==> src/cmpgen_defines.vh <==
`ifndef CMPGEN_DEFINES_VH
`define CMPGEN_DEFINES_VH
`define CMPGEN_ADDR_OUTCTL 12'h000
`define CMPGEN_ADDR_INSEL 12'h004
`define CMPGEN_ADDR_SHDCTL 12'h008
`define CMPGEN_ADDR_DBR 12'h00c
`define CMPGEN_ADDR_DBF 12'h010
`define CMPGEN_ADDR_STATUS 12'h014
`define CMPGEN_OC_EN 7
`define CMPGEN_OC_OEB 6
`define CMPGEN_OC_OEA 5
`define CMPGEN_OC_POLB 4
`define CMPGEN_OC_POLA 3
`define CMPGEN_OC_CS 0
`define CMPGEN_SD_ASE 7
`define CMPGEN_SD_ARSEN 6
`define CMPGEN_SD_LVLB 5
`define CMPGEN_SD_LVLA 4
`define CMPGEN_SD_SRC_HI 3
`define CMPGEN_SD_SRC_LO 0
`define CMPGEN_IS_HI 2
`define CMPGEN_IS_LO 0
`define CMPGEN_RST_OUTCTL 8'h00
`define CMPGEN_RST_INSEL 8'h00
`define CMPGEN_RST_SHDCTL 8'h00
`define CMPGEN_RST_DB 6'h00
`define CMPGEN_SYS_CLK_KHZ 200000
`define CMPGEN_FAST_OSC_KHZ 16000
`define CMPGEN_ACT_WINDOW 8'hff
`endif

==> src/cmpgen_deadband.v <==
`timescale 1ns/1ps
module cmpgen_deadband
(
	input wire clk_sys_i,
	input wire reset_n_i,
	input wire tick_i,
	input wire clear_i,
	input wire edge_i,
	input wire [5:0] count_i,
	output wire done_o
);
	// one per edge direction so both delays are programmed apart
	reg [5:0] remain;
	reg busy;
	assign done_o = !busy && !edge_i;
	always @(posedge clk_sys_i or negedge reset_n_i)
	begin
		if (!reset_n_i)
		begin
			remain <= 6'h00;
			busy <= 1'b0;
		end
		else if (clear_i)
		begin
			remain <= 6'h00;
			busy <= 1'b0;
		end
		else if (edge_i)
		begin
			remain <= count_i;
			busy <= (count_i != 6'h00);
		end
		else if (busy && tick_i)
		begin
			remain <= remain - 6'h01;
			busy <= (remain != 6'h01);
		end
	end
endmodule

==> src/cmpgen_sync.v <==
`timescale 1ns/1ps
module cmpgen_sync
#(
	parameter WIDTH = 1
)
(
	input wire clk_sys_i,
	input wire reset_n_i,
	input wire [WIDTH-1:0] async_i,
	output reg [WIDTH-1:0] sync_o
);
	reg [WIDTH-1:0] stage1;
	always @(posedge clk_sys_i or negedge reset_n_i)
	begin
		if (!reset_n_i)
		begin
			stage1 <= {WIDTH{1'b0}};
			sync_o <= {WIDTH{1'b0}};
		end
		else
		begin
			stage1 <= async_i;
			sync_o <= stage1;
		end
	end
endmodule

==> src/cmpgen_top.v <==
`timescale 1ns/1ps
`include "cmpgen_defines.vh"
module cmpgen_top
(
	input wire clk_sys_i,
	input wire reset_n_i,
	input wire psel_i,
	input wire penable_i,
	input wire pwrite_i,
	input wire [11:0] paddr_i,
	input wire [31:0] pwdata_i,
	output reg [31:0] prdata_o,
	output reg pready_o,
	output reg pslverr_o,
	input wire [3:0] pwm_out_i,
	input wire oscillator_output_i,
	input wire logic_cell_output_i,
	input wire [3:0] shutdown_src_i,
	input wire sleep_i,
	output reg drive_output_a_o,
	output reg drive_output_a_oe_n_o,
	output reg drive_output_b_o,
	output reg drive_output_b_oe_n_o,
	output reg fast_osc_request_o
);
	localparam [1:0] ST_SHUT = 2'b01;
	localparam [1:0] ST_RUN = 2'b10;
	// divider ratio for the fast-oscillator tick, derived from the rates
	localparam integer FAST_DIV =
		`CMPGEN_SYS_CLK_KHZ / `CMPGEN_FAST_OSC_KHZ;
	localparam [3:0] FAST_DIV_M1 = FAST_DIV[3:0] - 4'h1;

	reg [7:0] output_control_reg;
	reg [7:0] input_select_reg;
	reg [7:0] shutdown_control_reg;
	reg [5:0] rising_deadband_count;
	reg [5:0] falling_deadband_count;
	reg [1:0] state;
	reg [3:0] div_cnt;
	reg fast_tick;
	reg src_d;
	reg a_on;
	reg b_on;
	reg [31:0] next_prdata;
	reg next_slverr;
	reg src_sel;
	reg [7:0] act_cnt;

	wire [3:0] pwm_s;
	wire osc_s;
	wire lc_s;
	wire [3:0] sd_s;
	wire module_enable = output_control_reg[`CMPGEN_OC_EN];
	wire output_a_enable = output_control_reg[`CMPGEN_OC_OEA];
	wire output_b_enable = output_control_reg[`CMPGEN_OC_OEB];
	wire output_a_polarity = output_control_reg[`CMPGEN_OC_POLA];
	wire output_b_polarity = output_control_reg[`CMPGEN_OC_POLB];
	wire module_clock_select = output_control_reg[`CMPGEN_OC_CS];
	wire [2:0] input_source_select =
		input_select_reg[`CMPGEN_IS_HI:`CMPGEN_IS_LO];
	wire shutdown_event = shutdown_control_reg[`CMPGEN_SD_ASE];
	wire auto_restart_enable = shutdown_control_reg[`CMPGEN_SD_ARSEN];
	wire override_level_a = shutdown_control_reg[`CMPGEN_SD_LVLA];
	wire override_level_b = shutdown_control_reg[`CMPGEN_SD_LVLB];
	wire [3:0] sd_select =
		shutdown_control_reg[`CMPGEN_SD_SRC_HI:`CMPGEN_SD_SRC_LO];
	wire sd_active = |(sd_s & sd_select);
	wire wr = psel_i && penable_i && pwrite_i && pready_o;
	wire tick = module_clock_select ? fast_tick : 1'b1;
	wire rise = src_sel && !src_d;
	wire fall = !src_sel && src_d;
	wire rise_done;
	wire fall_done;

	cmpgen_sync #(.WIDTH(4)) u_sync_pwm
	(
		.clk_sys_i(clk_sys_i),
		.reset_n_i(reset_n_i),
		.async_i(pwm_out_i),
		.sync_o(pwm_s)
	);
	cmpgen_sync #(.WIDTH(1)) u_sync_osc
	(
		.clk_sys_i(clk_sys_i),
		.reset_n_i(reset_n_i),
		.async_i(oscillator_output_i),
		.sync_o(osc_s)
	);
	cmpgen_sync #(.WIDTH(1)) u_sync_lc
	(
		.clk_sys_i(clk_sys_i),
		.reset_n_i(reset_n_i),
		.async_i(logic_cell_output_i),
		.sync_o(lc_s)
	);
	cmpgen_sync #(.WIDTH(4)) u_sync_sd
	(
		.clk_sys_i(clk_sys_i),
		.reset_n_i(reset_n_i),
		.async_i(shutdown_src_i),
		.sync_o(sd_s)
	);

	// codes 6 and 7 have no source and read as low
	always @*
	begin
		case (input_source_select)
			3'd0: src_sel = pwm_s[0];
			3'd1: src_sel = pwm_s[1];
			3'd2: src_sel = pwm_s[2];
			3'd3: src_sel = pwm_s[3];
			3'd4: src_sel = osc_s;
			3'd5: src_sel = lc_s;
			default: src_sel = 1'b0;
		endcase
	end

	always @(posedge clk_sys_i or negedge reset_n_i)
	begin
		if (!reset_n_i)
		begin
			div_cnt <= 4'h0;
			fast_tick <= 1'b0;
		end
		else if (div_cnt == FAST_DIV_M1)
		begin
			div_cnt <= 4'h0;
			fast_tick <= 1'b1;
		end
		else
		begin
			div_cnt <= div_cnt + 4'h1;
			fast_tick <= 1'b0;
		end
	end

	cmpgen_deadband u_db_rise
	(
		.clk_sys_i(clk_sys_i),
		.reset_n_i(reset_n_i),
		.tick_i(tick),
		.clear_i(!module_enable),
		.edge_i(rise),
		.count_i(rising_deadband_count),
		.done_o(rise_done)
	);
	cmpgen_deadband u_db_fall
	(
		.clk_sys_i(clk_sys_i),
		.reset_n_i(reset_n_i),
		.tick_i(tick),
		.clear_i(!module_enable),
		.edge_i(fall),
		.count_i(falling_deadband_count),
		.done_o(fall_done)
	);

	// apb: zero wait states, unmapped addresses answer with pslverr
	always @*
	begin
		next_prdata = 32'h0000_0000;
		next_slverr = 1'b0;
		if (paddr_i == `CMPGEN_ADDR_OUTCTL)
			next_prdata = {24'h000000, output_control_reg};
		else if (paddr_i == `CMPGEN_ADDR_INSEL)
			next_prdata = {24'h000000, input_select_reg};
		else if (paddr_i == `CMPGEN_ADDR_SHDCTL)
			next_prdata = {24'h000000, shutdown_control_reg};
		else if (paddr_i == `CMPGEN_ADDR_DBR)
			next_prdata = {26'h0, rising_deadband_count};
		else if (paddr_i == `CMPGEN_ADDR_DBF)
			next_prdata = {26'h0, falling_deadband_count};
		else if (paddr_i == `CMPGEN_ADDR_STATUS)
			next_prdata = {28'h0000000, drive_output_b_o,
				drive_output_a_o, state == ST_RUN, src_sel};
		else
			next_slverr = 1'b1;
	end

	always @(posedge clk_sys_i or negedge reset_n_i)
	begin
		if (!reset_n_i)
		begin
			pready_o <= 1'b0;
			prdata_o <= 32'h0000_0000;
			pslverr_o <= 1'b0;
		end
		else if (psel_i && !penable_i)
		begin
			pready_o <= 1'b1;
			prdata_o <= next_prdata;
			pslverr_o <= next_slverr;
		end
		else
		begin
			pready_o <= 1'b0;
			pslverr_o <= 1'b0;
		end
	end

	always @(posedge clk_sys_i or negedge reset_n_i)
	begin
		if (!reset_n_i)
		begin
			output_control_reg <= `CMPGEN_RST_OUTCTL;
			input_select_reg <= `CMPGEN_RST_INSEL;
			rising_deadband_count <= `CMPGEN_RST_DB;
			falling_deadband_count <= `CMPGEN_RST_DB;
		end
		else if (wr)
		begin
			if (paddr_i == `CMPGEN_ADDR_OUTCTL)
				output_control_reg <= pwdata_i[7:0] & 8'hf9;
			else if (paddr_i == `CMPGEN_ADDR_INSEL)
				input_select_reg <= pwdata_i[7:0] & 8'h07;
			else if (paddr_i == `CMPGEN_ADDR_DBR)
				rising_deadband_count <= pwdata_i[5:0];
			else if (paddr_i == `CMPGEN_ADDR_DBF)
				falling_deadband_count <= pwdata_i[5:0];
		end
	end

	// the event bit: hardware sets win over software or auto clears
	always @(posedge clk_sys_i or negedge reset_n_i)
	begin
		if (!reset_n_i)
			shutdown_control_reg <= `CMPGEN_RST_SHDCTL;
		else
		begin
			if (wr && paddr_i == `CMPGEN_ADDR_SHDCTL)
			begin
				shutdown_control_reg[6:0] <= pwdata_i[6:0];
				if (pwdata_i[`CMPGEN_SD_ASE])
					shutdown_control_reg[`CMPGEN_SD_ASE] <= 1'b1;
				else if (!sd_active)
					shutdown_control_reg[`CMPGEN_SD_ASE] <= 1'b0;
			end
			if (module_enable && sd_active)
				shutdown_control_reg[`CMPGEN_SD_ASE] <= 1'b1;
			else if (auto_restart_enable && shutdown_event && !sd_active)
				shutdown_control_reg[`CMPGEN_SD_ASE] <= 1'b0;
		end
	end

	always @(posedge clk_sys_i or negedge reset_n_i)
	begin
		if (!reset_n_i)
		begin
			state <= ST_SHUT;
			src_d <= 1'b0;
		end
		else if (!module_enable)
		begin
			state <= ST_SHUT;
			src_d <= src_sel;
		end
		else
		begin
			src_d <= src_sel;
			case (state)
				ST_SHUT:
					if (!shutdown_event && !sd_active && rise)
						state <= ST_RUN;
				ST_RUN:
					if (shutdown_event || sd_active)
						state <= ST_SHUT;
				default:
					state <= ST_SHUT;
			endcase
		end
	end

	// input counts as active for a window of ticks after any edge;
	// the window outlasts the longest dead-band count
	always @(posedge clk_sys_i or negedge reset_n_i)
	begin
		if (!reset_n_i)
			act_cnt <= 8'h00;
		else if (rise || fall)
			act_cnt <= `CMPGEN_ACT_WINDOW;
		else if (tick && act_cnt != 8'h00)
			act_cnt <= act_cnt - 8'h01;
	end

	// a_on after rising delay, b_on after falling delay
	always @(posedge clk_sys_i or negedge reset_n_i)
	begin
		if (!reset_n_i)
		begin
			a_on <= 1'b0;
			b_on <= 1'b0;
		end
		else if (!module_enable || state != ST_RUN)
		begin
			a_on <= 1'b0;
			b_on <= 1'b0;
		end
		else
		begin
			a_on <= src_sel && rise_done;
			b_on <= !src_sel && fall_done;
		end
	end

	// pin stage; sleep does not gate it since the block has its own clock
	always @(posedge clk_sys_i or negedge reset_n_i)
	begin
		if (!reset_n_i)
		begin
			drive_output_a_o <= 1'b0;
			drive_output_b_o <= 1'b0;
			drive_output_a_oe_n_o <= 1'b1;
			drive_output_b_oe_n_o <= 1'b1;
			fast_osc_request_o <= 1'b0;
		end
		else
		begin
			drive_output_a_oe_n_o <= !(module_enable && output_a_enable);
			drive_output_b_oe_n_o <= !(module_enable && output_b_enable);
			if (!module_enable)
			begin
				drive_output_a_o <= 1'b0;
				drive_output_b_o <= 1'b0;
			end
			else if (state != ST_RUN || sd_active)
			begin
				drive_output_a_o <= override_level_a;
				drive_output_b_o <= override_level_b;
			end
			else
			begin
				drive_output_a_o <= output_a_polarity ? a_on : !a_on;
				drive_output_b_o <= output_b_polarity ? b_on : !b_on;
			end
			fast_osc_request_o <= sleep_i && module_enable &&
				module_clock_select && (act_cnt != 8'h00);
		end
	end
endmodule

==> config.mk <==
export PLATFORM = sky130hd
export DESIGN_NAME = cmpgen_top
export DESIGN_NICKNAME = d
export VERILOG_FILES = /design/src/cmpgen_deadband.v /design/src/cmpgen_sync.v /design/src/cmpgen_top.v
export VERILOG_INCLUDE_DIRS = /design/src
export SDC_FILE = /design/constraint.sdc
export NUM_CORES = 1
export LEC_CHECK = 0
export BUFFER_PORTS_ARGS = -buffer_cell sky130_fd_sc_hd__buf_2
export CAP_MARGIN = 30
export CORE_ASPECT_RATIO = 1.25
export CORE_MARGIN = 5
export CORE_UTILIZATION = 35
export CTS_BUF_LIST = sky130_fd_sc_hd__clkbuf_8 sky130_fd_sc_hd__clkbuf_16
export DETAILED_ROUTE_END_ITERATION = 10
export PLACE_DENSITY = 0.65
export RECOVER_POWER = 25
export SYNTH_ARGS = -nofsm -noshare
export SYNTH_HDL_FRONTEND = slang
export SYNTH_SLANG_ARGS = --single-unit
==> constraint.sdc <==
create_clock -name clk_sys_i -period 6 [get_ports clk_sys_i]
set_input_delay 0.6 -clock clk_sys_i [delete_from_list [all_inputs] [get_ports clk_sys_i]]
set_output_delay 0.6 -clock clk_sys_i [all_outputs]
set_load 0.005 [all_outputs]
==> impl_metrics.csv <==
group,metric,value,unit
status,status,"complete, but fails checks",
status,violations,"capacitance limit, slew limit",
layout,final_cells,623,
sta,finalCriticalPeriod,2.90,ns
power,switching_share,28.3,%
clock_network,post_cts_buffers,0,
sta,maxSlewViolCount,33,
job,drv_cap,1,
setup_path,cp.required,6.27,ns
global_route,track_usage,12.9,%
sta,hold_viol_final,0,
drt,drt-pass1-iter-count,4,
drt,wirelength,9530,um
floorplan,fp.dieArea,15400,um^2
sta,slew_headroom,-8.53,%
synth,yosysWarnings,0,
drt,drtAntennaViolNets,0,
sta,rsz0062_at_grt,"no",
synth,ys_dominant_reg_cell,"dfrtp_1",
setup_path,critical_path_peak_fanout,14,
sta,worst_pin_slew,1.63,ns
global_route,grt_start_max_net_pins,66,
sta,fin_worst_skew,0.00774,ns
clock_network,clockBufferDepth,2,
min_path,worstHoldPathType,"flop to flop",
synth,ys_seq_area_share,53.0,%
power,pwr-share-comb,14.5,%
setup_path,arrival,3.18,ns
synth,ys_types,55,
drt,drcViolationCount,0,
placement,place_inst,607,
layout,final_design_area_no_fill,5120,um^2
layout,syn_to_final_growth,12.8,%
sta,fin_ws,3.10,ns
clock_network,insertion_delay,0.35,ns
sta,timing.hold.ws,0.349,ns
drt,wire_per_inst,15.3,um
clock_network,hold_buffers,0,
synth,avgSynthCellArea,11.2,um^2
sta,setup_tns,0,ns
placement,placed_cell_area,4840,um^2
setup_path,r2r_slack,3.10,ns
power,power_frac_seq,49.4,%
clock_network,numCtsBuffers,9,
global_route,grt_first_pass_wirelength,15600,um
placement,dp_slack,3.11,ns
power,clkPwrFrac,36.1,%
placement,place_congestion,0.782,
sta,maxClockFrequency,0.344,GHz
clock_network,cts_tree,"built",
floorplan,ios,99,
power,p_per_area,294,nW/um^2
clock_network,cts.sinks,96,
setup_path,path_class,"flop to flop",
layout,final_layout_size_suffix_gt1_share,24.0,%
layout,antenna_cells,0,
floorplan,die_w,112,um
layout,fin_nets,519,
floorplan,fp.dieH,137,um
power,leakagePower,2.37,nW
global_route,grt_overflow,0,
floorplan,rows,46,
drt,viasPerCell,5.00,
synth,synth-edff-count,0,
global_route,antenna_found_initial,0,
drt,dr_total_vias,3113,
clock_network,cts_resized,0,
floorplan,initial_core_util,35.7,%
layout,fill_cells,1244,
sta,period_share,48.4,%
layout,final_cell_mix,"dfrtp_1, buf_2, nand2_1",
synth,synthesis.area,4540,um^2
drt,drt-initial-drc-count,157,
power,switchingPower,0.425,mW
synth,syn-instance-count,405,
layout,final_common_cell,"dfrtp_1",
placement,hpwl,7000,um
floorplan,core,12700,um^2
clock_network,h-tree-depth,3,
setup_path,crit_path_end_kind,"flop",
power,internal-power,1.08,mW
global_route,grt_pass1_vias,3171,
clock_network,clkTransAtPathRegs,0.07,ns
clock_network,clockRootBuffer,"clkbuf_16",
synth,ys_async_sr_fraction,100,%
power,vdd_drop_max,0.000145,V
synth,ys_ff_latch,96,
placement,portBuffers,50,
setup_path,start_kind,"flop",
sta,finalSetupViolations,0,
critical path, stage by stage, from the launching register on:
cell      delay, ns
dfrtp_1        0.42
mux4_2         0.52
mux2i_1        0.42
ha_1           0.55
nand2b_1       0.23
a21oi_1        0.18
nor3_1         0.26
a211oi_1       0.08
o21ai_0        0.17
Yosys cell counts, types with 3 or more instances:
cell      number  area [um^2]
nand2b_1      10         62.6
mux2i_1       18          180
nor3_1         5         25.0
o31ai_1        4         30.0
xnor2_1       14          123
o21ai_0       23          115
a22oi_1        3         22.5
ha_1           9          113
mux2_2        29          327
dfrtp_1       93         2330
dfstp_2        3         78.8
nor2_1        25         93.8
or3_1          6         37.5
a21oi_1       13         65.1
nor4_1         8         50.1
nor2_2         3         18.8
nand2_1       35          131
inv_1         17         63.8
clkbuf_1      11         41.3
nand3_1        6         30.0
buf_4         25          188
area by class of cell:
class | count | area (um^2) | share of cell area [%]
flip-flops and latches | 96 | 2410 | 47.0
multi-input cells | 275 | 1900 | 37.2
repair buffers | 51 | 256 | 5.01
clock buffers | 9 | 225 | 4.40
well taps | 168 | 210 | 4.11
inverters | 17 | 63.8 | 1.25
clock inverters | 7 | 55.1 | 1.08
worst paths after layout:
path / end / start / cells after the start
setup / recovery: u_db_fall.remain[3] / input_select_reg[0] / 8
hold / removal: u_sync_pwm.sync_o[3] / u_sync_pwm.stage1[3] / 0
setup reg to reg: u_db_fall.remain[3] / input_select_reg[0] / 8
hold reg to reg: u_sync_pwm.sync_o[3] / u_sync_pwm.stage1[3] / 0
max in group asynchronous: a_on / reset_n_i / 2
min in group asynchronous: u_sync_lc.stage1 / reset_n_i / 1
power groups by stage:
stage          registers, mW  clock network (mW)  logic [mW]
2_1_floorplan          0.740                   0       0.174
3_3_place_gp           0.751                   0       0.206
3_5_place_dp           0.755                   0       0.218
4_1_cts                0.743               0.554       0.220
5_1_grt                0.751               0.587       0.245
6_report               0.744               0.543       0.218
per-layer routing:
layer / global-route usage (%) / vias to the layer above / share of wire [%]
met3: 4.31 / 22 / 5.5
met2: 21.3 / 80 / 50
li1: - / 1460 / -
met4: 5.61 / 0 / 2.8
met1: 15.5 / 1551 / 42
met5: 0 / - / 0
metrics by stage:
stage | total power, mW | util, %
2_1_floorplan | 0.914 | -
3_3_place_gp | 0.957 | 38.1
3_5_place_dp | 0.973 | 38.1
4_1_cts | 1.52 | 40.3
5_1_grt | 1.58 | 40.2
6_report | 1.50 | 40.2
cells by family after synthesis:
logic type / share of synthesized area [%]
simple gates: 13.7
flops: 53.0
compound gates: 9.18
buf+inv: 7.00
mux: 11.7
xor+xnor: 2.89
fa+ha+maj: 2.48
other cells: 0.0826
(Power assumes the default switching activity.)
